### src/btmr_pkg.sv
// Shared constants, field positions and state codes of the basic timer
//------------------------------------------------------------------------------
// Overview of operation
// - Hardware counts; firmware may overwrite count
// - Count read captured whole into holding buffer
// - Narrow instance: count bits 31:16 read zero
// - Wide instance: all 32 count bits writable
// - Automatic restart loads preload into counter
// - Preload width equals counter width
// - Wide instance: all 32 preload bits writable
// - Limit reached sets status bit 0
// - Enable bit 0 gates event onto interrupt
// - Block reset is system OR soft reset
// - Restart reloads; otherwise enter done state
// - Up saturates all ones; down at zero
// - Start clears divider, interrupts; limit without restart clears start
//------------------------------------------------------------------------------
package btmr_pkg;

  localparam int ADDR_W = 8;
  localparam int DATA_W = 32;
  localparam int DIV_W = 16;

  // Register offsets
  localparam logic [7:0] OFF_COUNT = 8'h00;
  localparam logic [7:0] OFF_RELOAD = 8'h04;
  localparam logic [7:0] OFF_STATUS = 8'h08;
  localparam logic [7:0] OFF_IRQEN = 8'h0c;
  localparam logic [7:0] OFF_CTRL = 8'h10;

  // Control register fields
  localparam int CTRL_ENABLE = 0;
  localparam int CTRL_COUNT_UP = 2;
  localparam int CTRL_AUTO_RESTART = 3;
  localparam int CTRL_SOFT_RESET = 4;
  localparam int CTRL_START = 5;
  localparam int CTRL_RELOAD = 6;
  localparam int CTRL_HALT = 7;
  localparam int CTRL_PRESCALE_LSB = 16;

  // Status and enable field
  localparam int EVENT_BIT = 0;

  // Reset values and width masks
  localparam logic [31:0] RESET_WORD = 32'h0000_0000;
  localparam logic [15:0] RESET_DIV = 16'h0000;
  localparam logic [31:0] MASK_WIDE = 32'hffff_ffff;
  localparam logic [31:0] MASK_NARROW = 32'h0000_ffff;

  typedef enum logic [1:0] {
    BTMR_IDLE = 2'b00,
    BTMR_RUN = 2'b01,
    BTMR_DONE = 2'b11
  } btmr_state_e;

endpackage

### src/btmr_prescale.sv
// Clock-enable divider that paces the counter
`timescale 1ns/1ns
module btmr_prescale (
  // Clock and reset
  input wire logic pclk,
  input wire logic presetn,
  input wire logic ce,
  // Control
  input wire logic clr,
  input wire logic run,
  input wire logic [btmr_pkg::DIV_W-1:0] div,
  // Pace output
  output logic tick
);

  logic [btmr_pkg::DIV_W-1:0] cnt_ff;
  logic [btmr_pkg::DIV_W-1:0] nxt_cnt;

  // One tick every div+1 clocks; a change of div mid-count alters one period, and a drop below the count ticks at once
  assign tick = run && !clr && (cnt_ff >= div);

  always_comb begin
    nxt_cnt = cnt_ff;
    if (clr || !run) begin
      nxt_cnt = btmr_pkg::RESET_DIV;
    end else if (tick) begin
      nxt_cnt = btmr_pkg::RESET_DIV;
    end else begin
      nxt_cnt = cnt_ff + 16'h0001;
    end
  end

  always_ff @(posedge pclk or negedge presetn) begin
    if (!presetn) begin
      cnt_ff <= 16'h0000;
    end else if (ce) begin
      cnt_ff <= nxt_cnt;
    end
  end

endmodule

### src/btmr_rdbuf.sv
// Read data register with the coherent count snapshot
`timescale 1ns/1ns
module btmr_rdbuf (
  // Clock and reset
  input wire logic pclk,
  input wire logic presetn,
  input wire logic ce,
  input wire logic clr,
  // Read request
  input wire logic load,
  input wire logic capture,
  input wire logic use_snap,
  input wire logic [31:0] live_count,
  input wire logic [31:0] rd_word,
  // Read data
  output logic [31:0] prdata
);

  logic [31:0] snap_ff;
  logic [31:0] nxt_snap;
  logic [31:0] data_ff;
  logic [31:0] nxt_data;

  assign prdata = data_ff;

  // Byte 0 read refreshes the snapshot, upper byte reads replay it
  always_comb begin
    nxt_snap = snap_ff;
    nxt_data = data_ff;
    if (clr) begin
      nxt_snap = btmr_pkg::RESET_WORD;
      nxt_data = btmr_pkg::RESET_WORD;
    end else if (load) begin
      if (capture) begin
        nxt_snap = live_count;
      end
      nxt_data = use_snap ? snap_ff : rd_word;
    end
  end

  always_ff @(posedge pclk or negedge presetn) begin
    if (!presetn) begin
      snap_ff <= 32'h0000_0000;
      data_ff <= 32'h0000_0000;
    end else if (ce) begin
      snap_ff <= nxt_snap;
      data_ff <= nxt_data;
    end
  end

endmodule

### src/btmr_core.sv
// Basic 16/32-bit timer with APB register slave and interrupt
`timescale 1ns/1ns
module btmr_core #(
  parameter bit WIDE32 = 1'b1
) (
  // Clock, reset and clock enable
  input wire logic pclk,
  input wire logic presetn,
  input wire logic ce,
  // APB slave
  input wire logic psel,
  input wire logic penable,
  input wire logic pwrite,
  input wire logic [btmr_pkg::ADDR_W-1:0] paddr,
  input wire logic [31:0] pwdata,
  input wire logic [3:0] pstrb,
  output logic [31:0] prdata,
  output logic pready,
  output logic pslverr,
  // Interrupt
  output logic timer_irq
);

  //----------------------------------------------------------------------------
  // Width masks
  //----------------------------------------------------------------------------
  localparam logic [31:0] CNT_MASK = WIDE32 ? btmr_pkg::MASK_WIDE : btmr_pkg::MASK_NARROW;

  function automatic logic [31:0] merge_bytes(input logic [31:0] old_val,
                                              input logic [31:0] new_val,
                                              input logic [3:0] strb);
    logic [31:0] res;
    res = old_val;
    for (int b = 0; b < 4; b++) begin
      if (strb[b]) begin
        res[8*b +: 8] = new_val[8*b +: 8];
      end
    end
    return res;
  endfunction

  //----------------------------------------------------------------------------
  // State
  //----------------------------------------------------------------------------
  logic [31:0] count_ff;
  logic [31:0] nxt_count;
  logic [31:0] preload_ff;
  logic [31:0] nxt_preload;
  logic [15:0] prescale_ff;
  logic [15:0] nxt_prescale;
  logic halt_ff;
  logic nxt_halt;
  logic reload_ff;
  logic nxt_reload;
  logic start_ff;
  logic nxt_start;
  logic soft_ff;
  logic nxt_soft;
  logic auto_ff;
  logic nxt_auto;
  logic up_ff;
  logic nxt_up;
  logic enable_ff;
  logic nxt_enable;
  btmr_pkg::btmr_state_e state_ff;
  btmr_pkg::btmr_state_e nxt_state;
  logic status_ff;
  logic nxt_status;
  logic irqen_ff;
  logic nxt_irqen;
  logic irq_ff;
  logic nxt_irq;

  //----------------------------------------------------------------------------
  // Bus decode
  //----------------------------------------------------------------------------
  logic [7:0] word_addr;
  logic wr_acc;
  logic rd_setup;
  logic hit_count;
  logic hit_reload;
  logic hit_status;
  logic hit_irqen;
  logic hit_ctrl;
  logic mapped;
  logic [31:0] wdata_ctrl;
  logic [31:0] ctrl_word;
  logic [31:0] rd_word;
  logic rd_buf_ce;
  logic rd_buf_clr;

  assign word_addr = {paddr[7:2], 2'b00};
  assign hit_count = (word_addr == btmr_pkg::OFF_COUNT);
  assign hit_reload = (word_addr == btmr_pkg::OFF_RELOAD);
  assign hit_status = (word_addr == btmr_pkg::OFF_STATUS);
  assign hit_irqen = (word_addr == btmr_pkg::OFF_IRQEN);
  assign hit_ctrl = (word_addr == btmr_pkg::OFF_CTRL);
  assign mapped = hit_count | hit_reload | hit_status | hit_irqen | hit_ctrl;

  // Zero wait states; a frozen block stretches the access instead of losing it
  assign pready = ce;
  assign pslverr = psel & penable & ~mapped;
  assign wr_acc = psel & penable & pwrite & ce & mapped;
  // No ce term: APB never stretches a setup cycle, so a frozen read setup would be lost
  assign rd_setup = psel & ~penable & ~pwrite;

  //----------------------------------------------------------------------------
  // Register images
  //----------------------------------------------------------------------------
  // Control writes merge by byte lane so a partial write keeps the other fields
  assign wdata_ctrl = merge_bytes(ctrl_word, pwdata, pstrb);

  always_comb begin
    ctrl_word = 32'h0000_0000;
    ctrl_word[btmr_pkg::CTRL_PRESCALE_LSB +: 16] = prescale_ff;
    ctrl_word[btmr_pkg::CTRL_HALT] = halt_ff;
    ctrl_word[btmr_pkg::CTRL_RELOAD] = reload_ff;
    ctrl_word[btmr_pkg::CTRL_START] = start_ff;
    ctrl_word[btmr_pkg::CTRL_AUTO_RESTART] = auto_ff;
    ctrl_word[btmr_pkg::CTRL_COUNT_UP] = up_ff;
    ctrl_word[btmr_pkg::CTRL_ENABLE] = enable_ff;
  end

  //----------------------------------------------------------------------------
  // Register read mux
  //----------------------------------------------------------------------------
  // Reserved bits and unmapped words read zero
  always_comb begin
    rd_word = 32'h0000_0000;
    if (hit_count) begin
      rd_word = count_ff & CNT_MASK;
    end else if (hit_reload) begin
      rd_word = preload_ff & CNT_MASK;
    end else if (hit_status) begin
      rd_word[btmr_pkg::EVENT_BIT] = status_ff;
    end else if (hit_irqen) begin
      rd_word[btmr_pkg::EVENT_BIT] = irqen_ff;
    end else if (hit_ctrl) begin
      rd_word = ctrl_word;
    end
  end

  //----------------------------------------------------------------------------
  // Read data path
  //----------------------------------------------------------------------------
  // Trade-off: the read word and snapshot may load while the timer is frozen; the
  // count cannot move then, so the snapshot stays coherent
  assign rd_buf_ce = ce | rd_setup;
  assign rd_buf_clr = soft_ff & ce;

  btmr_rdbuf u_rdbuf (
    .pclk(pclk),
    .presetn(presetn),
    .ce(rd_buf_ce),
    .clr(rd_buf_clr),
    .load(rd_setup),
    .capture(hit_count && (paddr[1:0] == 2'b00)),
    .use_snap(hit_count && (paddr[1:0] != 2'b00)),
    .live_count(count_ff & CNT_MASK),
    .rd_word(rd_word),
    .prdata(prdata)
  );

  //----------------------------------------------------------------------------
  // Prescaler
  //----------------------------------------------------------------------------
  logic run;
  logic tick;
  logic start_set;
  logic div_clr;

  assign run = start_ff & enable_ff & ~halt_ff & (state_ff == btmr_pkg::BTMR_RUN);
  assign start_set = wr_acc & hit_ctrl & pstrb[0] & pwdata[btmr_pkg::CTRL_START] & ~start_ff;
  // Halt holds the divider clear so a resume starts with a full period
  assign div_clr = soft_ff | start_set | halt_ff;

  btmr_prescale u_prescale (
    .pclk(pclk),
    .presetn(presetn),
    .ce(ce),
    .clr(div_clr),
    .run(run),
    .div(prescale_ff),
    .tick(tick)
  );

  //----------------------------------------------------------------------------
  // Counter and control
  //----------------------------------------------------------------------------
  logic [31:0] stepped;
  logic [31:0] limit;
  logic hit_limit;
  logic limit_event;

  assign stepped = (up_ff ? (count_ff + 32'h0000_0001) : (count_ff - 32'h0000_0001)) & CNT_MASK;
  assign limit = up_ff ? CNT_MASK : 32'h0000_0000;
  // A count already at the limit fires on the next tick, so a zero preload still wraps
  assign hit_limit = ((count_ff & CNT_MASK) == limit) || (stepped == limit);
  assign limit_event = run & tick & hit_limit;

  always_comb begin
    nxt_count = count_ff;
    nxt_preload = preload_ff;
    nxt_prescale = prescale_ff;
    nxt_halt = halt_ff;
    nxt_reload = 1'b0;
    nxt_start = start_ff;
    nxt_soft = 1'b0;
    nxt_auto = auto_ff;
    nxt_up = up_ff;
    nxt_enable = enable_ff;
    nxt_state = state_ff;
    if (soft_ff) begin
      // Soft reset returns every register to zero one cycle after the request
      nxt_count = btmr_pkg::RESET_WORD;
      nxt_preload = btmr_pkg::RESET_WORD;
      nxt_prescale = btmr_pkg::RESET_DIV;
      nxt_halt = 1'b0;
      nxt_start = 1'b0;
      nxt_auto = 1'b0;
      nxt_up = 1'b0;
      nxt_enable = 1'b0;
      nxt_state = btmr_pkg::BTMR_IDLE;
    end else begin
      unique case (state_ff)
        btmr_pkg::BTMR_IDLE, btmr_pkg::BTMR_RUN, btmr_pkg::BTMR_DONE: begin
          nxt_state = state_ff;
        end
        default: begin
          // The spare code is never entered; leave it for idle rather than hang
          nxt_state = btmr_pkg::BTMR_IDLE;
        end
      endcase
      // Counting steps
      if (limit_event) begin
        if (auto_ff) begin
          nxt_count = preload_ff & CNT_MASK;
        end else begin
          nxt_count = limit;
          nxt_start = 1'b0;
          nxt_state = btmr_pkg::BTMR_DONE;
        end
      end else if (reload_ff && start_ff) begin
        nxt_count = preload_ff & CNT_MASK;
      end else if (run && tick) begin
        nxt_count = stepped;
      end
      // Firmware writes win over the counter; a write while running is unsafe
      if (wr_acc && hit_count) begin
        nxt_count = merge_bytes(count_ff, pwdata, pstrb) & CNT_MASK;
      end
      if (wr_acc && hit_reload) begin
        nxt_preload = merge_bytes(preload_ff, pwdata, pstrb) & CNT_MASK;
      end
      if (wr_acc && hit_ctrl) begin
        nxt_prescale = wdata_ctrl[btmr_pkg::CTRL_PRESCALE_LSB +: 16];
        nxt_halt = wdata_ctrl[btmr_pkg::CTRL_HALT];
        nxt_reload = pstrb[0] & pwdata[btmr_pkg::CTRL_RELOAD];
        nxt_soft = pstrb[0] & pwdata[btmr_pkg::CTRL_SOFT_RESET];
        nxt_auto = wdata_ctrl[btmr_pkg::CTRL_AUTO_RESTART];
        nxt_up = wdata_ctrl[btmr_pkg::CTRL_COUNT_UP];
        nxt_enable = wdata_ctrl[btmr_pkg::CTRL_ENABLE];
        nxt_start = wdata_ctrl[btmr_pkg::CTRL_START];
        if (start_set) begin
          nxt_state = btmr_pkg::BTMR_RUN;
        end else if (!wdata_ctrl[btmr_pkg::CTRL_START]) begin
          nxt_state = btmr_pkg::BTMR_IDLE;
        end
      end
    end
  end

  always_ff @(posedge pclk or negedge presetn) begin
    if (!presetn) begin
      count_ff <= 32'h0000_0000;
      preload_ff <= 32'h0000_0000;
      prescale_ff <= 16'h0000;
      halt_ff <= 1'b0;
      reload_ff <= 1'b0;
      start_ff <= 1'b0;
      soft_ff <= 1'b0;
      auto_ff <= 1'b0;
      up_ff <= 1'b0;
      enable_ff <= 1'b0;
      state_ff <= btmr_pkg::BTMR_IDLE;
    end else if (ce) begin
      count_ff <= nxt_count;
      preload_ff <= nxt_preload;
      prescale_ff <= nxt_prescale;
      halt_ff <= nxt_halt;
      reload_ff <= nxt_reload;
      start_ff <= nxt_start;
      soft_ff <= nxt_soft;
      auto_ff <= nxt_auto;
      up_ff <= nxt_up;
      enable_ff <= nxt_enable;
      state_ff <= nxt_state;
    end
  end

  //----------------------------------------------------------------------------
  // Event status and interrupt
  //----------------------------------------------------------------------------
  logic ev_clear;

  assign ev_clear = wr_acc & hit_status & pstrb[0] & pwdata[btmr_pkg::EVENT_BIT];
  assign timer_irq = irq_ff;

  always_comb begin
    nxt_status = status_ff;
    nxt_irqen = irqen_ff;
    if (soft_ff) begin
      nxt_status = 1'b0;
      nxt_irqen = 1'b0;
    end else begin
      if (auto_ff) begin
        // Restart mode: flag is a one-cycle pulse per limit
        nxt_status = limit_event;
      end else if (limit_event) begin
        nxt_status = 1'b1;
      // A limit in the same cycle as a clear keeps the flag set
      end else if (ev_clear || start_set) begin
        nxt_status = 1'b0;
      end
      if (wr_acc && hit_irqen && pstrb[0]) begin
        nxt_irqen = pwdata[btmr_pkg::EVENT_BIT];
      end
    end
    // Built from next values so the line rises with the status bit, not a cycle later
    nxt_irq = nxt_status & nxt_irqen;
  end

  always_ff @(posedge pclk or negedge presetn) begin
    if (!presetn) begin
      status_ff <= 1'b0;
      irqen_ff <= 1'b0;
      irq_ff <= 1'b0;
    end else if (ce) begin
      status_ff <= nxt_status;
      irqen_ff <= nxt_irqen;
      irq_ff <= nxt_irq;
    end
  end

endmodule

### config.mk
export PLATFORM = sky130hd
export DESIGN_NAME = btmr_core
export DESIGN_NICKNAME = d
export VERILOG_FILES = /design/src/btmr_pkg.sv /design/src/btmr_prescale.sv /design/src/btmr_rdbuf.sv /design/src/btmr_core.sv
export SDC_FILE = /design/constraint.sdc
export NUM_CORES = 1
export LEC_CHECK = 0
export BUFFER_PORTS_ARGS = -buffer_cell sky130_fd_sc_hd__buf_2
export CAP_MARGIN = 20
export CELL_PAD_IN_SITES_DETAIL_PLACEMENT = 1
export CELL_PAD_IN_SITES_GLOBAL_PLACEMENT = 1
export CORE_MARGIN = 4
export CORE_UTILIZATION = 34
export DETAILED_ROUTE_END_ITERATION = 16
export PLACE_DENSITY_LB_ADDON = 0.1
export SLEW_MARGIN = 10
export SYNTH_ARGS = -nofsm -noshare
export SYNTH_HDL_FRONTEND = slang
export SYNTH_SLANG_ARGS = --single-unit
### constraint.sdc
create_clock -name pclk -period 4.45 [get_ports pclk]
set_clock_uncertainty 0.15 [all_clocks]
set_input_delay 0.2225 -clock pclk [delete_from_list [all_inputs] [get_ports pclk]]
set_output_delay 0.2225 -clock pclk [all_outputs]
set_load 0.03 [all_outputs]
== Yosys cells after proc, flatten, opt, wreduce, memory -nomap -nowiden ==
Cells that the tools add are included.

* Equality and inequality tests: 13
* $lt $le $gt $ge: 1
* Bitwise logic cells: 35
* Reductions and logical operators: 45
* Add/subtract/negate cells: 3
* Muxes and demuxes: 61

{| class="wikitable"
|+ Operator list
! operator !! count
|-
| 2-to-1 mux 32 bit || 19
|-
| == test 32 bit || 2
|-
| 2-to-1 mux 16 bit || 4
|-
| 2-to-1 mux 31 bit || 2
|-
| 2-to-1 mux 8 bit || 5
|-
| AND reduction 3 bit || 13
|-
| adder 32 x 1 -> 32 bit (second input constant) || 1
|-
| subtractor 32 x 1 -> 32 bit (second input constant) || 1
|-
| 2-to-1 mux 1 bit || 24
|-
| AND 1 bit || 23
|-
| nonzero test 2 bit || 9
|-
| adder 16 x 1 -> 16 bit (second input constant) || 1
|-
| >= comparator 16 bit || 1
|-
| 2-to-1 mux 2 bit || 7
|-
| == test 6 x 2 -> 1 bit (second input constant) || 2
|-
| != test 3 bit (second input constant) || 4
|-
| logical AND 1 bit || 11
|-
| logical NOT 8 bit || 1
|-
| OR 1 bit || 7
|-
| == test 6 x 1 -> 1 bit (second input constant) || 1
|-
| == test 6 x 3 -> 1 bit (second input constant) || 1
|-
| inverter 1 bit || 5
|-
| nonzero test 5 bit || 1
|-
| logical NOT 2 bit || 2
|-
| 8 further kinds || 11
|}

* Register bits: 172
* Word-level logic and storage cells: 182
* Output and inout port bits: 35

== Logic depth before layout (Yosys ltp) ==
* Word-level depth: 22
* Mapped depth: 18
* Depth with buffers taken out: 14

== Modules after synthesis ==
Synthesis repeated with hierarchy kept, for this count alone.

* Cells, all modules: 1412
* Area, all modules: 11887.7 µm²

{| class="wikitable"
|+ By module, submodules not included
! module !! cells an instance !! area an instance (µm²) !! times used
|-
| btmr_core || 1072 || 7935.1 || 1
|-
| btmr_rdbuf || 185 || 2672.6 || 1
|-
| btmr_prescale || 155 || 1280.0 || 1
|}

== Least setup slack after synthesis ==
No wires, ideal clock.

* Kind: register to register
* Start: reg up_ff
* End: reg count_ff[31]
* Data required time: 4213 ps
* Cell stages (with the launch flop): 19
* Slack: -374 ps
* Setup time: 87 ps
* Arrival: 4587 ps
* Cells stage by stage: dfrtp_1 -> clkbuf_8 -> inv_1 -> ha_1 -> buf_2 -> nand4_1 -> or3_1 -> o21ai_1 -> and3b_1 -> o41a_2 -> xnor2_2 -> or4_1 -> o32ai_2 -> a21oi_2 -> and2_1 -> buf_6 -> buf_8 -> a22o_1 -> a211oi_2

* Longest elaborated chain between the ends: 7
* Elaborated cells on any way between the ends: 14
* Those cells by class: eq/ne: 2; mux: 8; bitwise: 1; reduce/logical: 3

{| class="wikitable"
|+ RTL lines
! element !! RTL line !! source
|-
| start: declaration || btmr_core.sv:61 || <nowiki>logic up_ff;</nowiki>
|-
| start signal: assignment || btmr_core.sv:295 || <nowiki>up_ff <= nxt_up;</nowiki>
|-
| 2-to-1 mux 32 bit, on equally long branches || btmr_core.sv:196, btmr_core.sv:195 ||
|-
| == test 32 bit || btmr_core.sv:198 || <nowiki>assign hit_limit = ((count_ff & CNT_MASK) == limit) || (stepped == limit);</nowiki>
|-
| logical OR 1 bit || btmr_core.sv:198 ||
|-
| AND 1 bit || btmr_core.sv:199 || <nowiki>assign limit_event = run & tick & hit_limit;</nowiki>
|-
| 2-to-1 mux 32 bit || btmr_core.sv:235 || <nowiki>if (limit_event) begin</nowiki>
|-
| 2-to-1 mux 32 bit || btmr_core.sv:249 || <nowiki>if (wr_acc && hit_count) begin</nowiki>
|-
| 2-to-1 mux 32 bit || btmr_core.sv:213 || <nowiki>if (soft_ff) begin</nowiki>
|-
| end signal: assignment || btmr_core.sv:287 || <nowiki>count_ff <= nxt_count;</nowiki>
|-
| end: declaration || btmr_core.sv:45 || <nowiki>logic [31:0] count_ff;</nowiki>
|}

Parallel ways exist; a longest one is shown, timed or not. The select of a mux whose other input is x is not followed.
A chain may end at the register's enable or synchronous reset.

== Worst setup path in the final report ==
* Start: reg up_ff
* End: reg count_ff[8]

The elaborated chain is that of the path after synthesis.

==> results.ini <==
[status]
run_status=finished with violations
violations=setup timing

[timing]
setup-tns-final_ns=-0.0532
finalCriticalPeriod_ns=4.48
finalCritPeriodShare_pct=101
layout_setup_ws_ns=-0.0332
slew_viol_final=0
rsz0062_at_grt=yes
finalSetupViolCount=3
worstMarginPinSlew_ns=1.03
max_freq_ghz=0.223
hold_violations=0
relSlewSlack_pct=31.0

[setup_path]
cpPeakStageDelay_ns=0.50
critPathLaunchType=flip-flop
cp_num_buf_inv=7
crit_type=flip-flop to flip-flop
critPathArrivalTime_ns=4.69
cp_common_cell=buf_6
worstPathCellList=inv_2 > buf_12 > buf_6 > ha_4 > a21oi_4 > nor4_4 > or3_4 > buf_6 > o41a_1 > nand3_4 > nand3_2 > or4_4 > o32ai_4 > a21oi_4 > buf_6 > and2_4 > buf_6 > buf_6 > a32oi_1 > a21oi_1
critPathMaxFanout=8
cp_slowest_cell=or4_4
crit_family=compound AO/OA/AOI/OAI gates
critPathCaptureType=flip-flop
crit_required_ns=4.66

[final_layout]
nets=1593
final_cell_mix=dfrtp_1, buf_4, o21ai_0, nand2_1, nor2_1
final_common_cell=dfrtp_1
n_antenna_cell=0
drive_above_1_share_pct=31.8
area_growth_pct=34.7
n_fill_cell=3726

[clock_tree]
cts-root-buf=clkbuf_16
clkSinkCount=172
clk_pin_slew_ns=0.09
cts_buffer_depth=2
clk_latency_ns=0.47
cts_tree=yes
htree_levels=4
numCtsBuffers=17

[routing]
ant_nets=0
drc=0
post_drt_via_cell_ratio=5.64
drt_iter0_markers=579
vias=11000
drtPass1Iterations=5
routedWlPerCell_um=22.6
wirelength_um=44100

[synthesis]
synth_area_mm2=0.0112
synth_edf_count=0
synth_top_area_share_pct=38.5
synth_fa_ha_area_share_pct=5.44
synth-simple-area-share_pct=18.4
synth_seq_area_share_pct=38.5
yosysWarningCount=0
synth-seq-cells=172
synthFlopType=dfrtp_1
syn_area_per_cell_um2=8.91
synth_compound_area_share_pct=25.8
netlist-cell-type-count=93
syn_inst=1255
async_flop_share_pct=100
synth_xor_area_share_pct=1.71
synth_top_area_cell=dfrtp_1
synth_top_family_by_area=compound AO/OA/AOI/OAI gates
muxShareOfSynthArea_pct=5.23
syn_nets=1353
synthTopCellsByArea=dfrtp_1, o21ai_0, ha_1

[pwr]
pwr_density_cell_mw_per_mm2=249
total_power_mw=3.74
power_leakage_nw=6.67
peakVddDrop_mv=0.237

[job]
maxCapViolCount=0

[grt]
grt_pass1_wl_um=67900
grt_use_total_pct=24.2
grt_overflow=0
grt_pass1_vias=11500
grt_max_degree=102
antenna_found_initial=0

[floorplan]
die_width_um=189
core_area_mm2=0.0325
die-area_mm2=0.0358
ios=85
fp.dieH_um=189
rows=66
initial_core_util_pct=34.4

[placed_design]
port_buffers=84
gp_congestion=0.876
post-dp-hpwl_um=32200
post-place-ws_ns=-0.164

[hold_path]
holdCritPathClass=input port to flip-flop

==> cell families (layout without fill, tap and decap cells) <==
| group | after synthesis | in the layout |
|---|---|---|
| multiplexers | 56 | 56 |
| XOR/XNOR | 21 | 21 |
| AND/OR/NAND/NOR | 416 | 416 |
| AO/OA/AOI/OAI | 429 | 429 |
| buffers and inverters | 113 | 366 |
| adder cells (fa/ha/maj) | 48 | 48 |
| flip-flops | 172 | 172 |
==> synthesized netlist by cell type, drive strengths merged (8+ instances only) <==
| cell | instances |
|---|---|
| dfrtp | 172 |
| a21o | 13 |
| o31ai | 8 |
| buf | 20 |
| nand3 | 20 |
| mux2i | 40 |
| inv | 39 |
| and3 | 17 |
| nor4 | 12 |
| ha | 47 |
| nand2b | 26 |
| nor2b | 20 |
| o21ai | 148 |
| mux2 | 16 |
| a22oi | 32 |
| a31oi | 9 |
| clkbuf | 53 |
| a211oi | 17 |
| xor2 | 16 |
| a22o | 35 |
| or3 | 10 |
| nand4 | 19 |
| nand2 | 119 |
| a221o | 18 |
| a21oi | 73 |
| o21a | 11 |
| nor3 | 22 |
| nor2 | 112 |
==> worst paths after layout <==
| path | startpoint | endpoint | slack (ns) | cells after the start |
|---|---|---|---|---|
| max in group asynchronous | presetn | u_prescale.cnt_ff[15] | 2.85 | 3 |
| min in group asynchronous | presetn | count_ff[11] | 0.30 | 2 |
| worst min-delay path | pwdata[30] | prescale_ff[14] | 0.03 | 4 |
| worst min register to register | u_rdbuf.prdata[19] | u_rdbuf.prdata[19] | 0.32 | 2 |
| worst max-delay path | up_ff | count_ff[8] | -0.03 | 20 |
| worst max register to register | up_ff | count_ff[8] | -0.03 | 20 |
==> metal layers <==
metal	wire (µm)	vias to the layer above	track usage (%)
met3	1400	48	3.02
met5	0	-	0
met1	20600	5583	33.1
met2	21200	223	40.4
li1	-	5137	-
met4	873	0	6.93
==> registers in the layout (all words and copies together) (netlist names), 2 cells and up <==
name               count
preload_ff            32
u_prescale.cnt_ff     16
state_ff               2
u_rdbuf.snap_ff       32
count_ff              32
u_rdbuf.prdata        32
prescale_ff           16
==> stage by stage <==
step           hold WS (ns)  util (%)  instances  cell area, µm²
2_1_floorplan        -0.223         -       1255           11200
3_3_place_gp          0.244      40.2       1872           13100
3_5_place_dp          0.254      40.3       1875           13100
4_1_cts              0.0104      44.3       1938           14400
5_1_grt              0.0316      46.4       1950           15100
6_report             0.0261      46.4       1950           15100
==> timing repair <==
item,4_1_cts,5_1_grt
pin swaps,32,53
gates cloned,0,3
endpoints found under the setup margin,34,34
setup buffers,12,8
endpoints found under the hold margin,116,0
hold buffers,19,0
resized for setup,80,99
==> worst min-delay path, cell delays in order <==
cell	delay (ns)
buf_2	0.11
nor2b_1	0.13
nand2_1	0.05
o21ai_0	0.07
==> cell type report <==
class                      count  area [µm²]  area share [%]
clock buffer                  17         425            2.83
clock inverter                15         174            1.16
inverter                      39         146           0.972
multi-input combinational    970        7210            47.9
sequential                   172        4310            28.6
tap                          442         553            3.67
timing repair buffer         295        2240            14.9
==> power by group <==
group	internal (mW)	switching (mW)	total, mW
clock network	0.805	0.777	1.58
logic	0.212	0.290	0.503
registers	1.61	0.0527	1.66
total	2.62	1.12	3.74
Note: power is estimated with default switching activity, not from simulation.
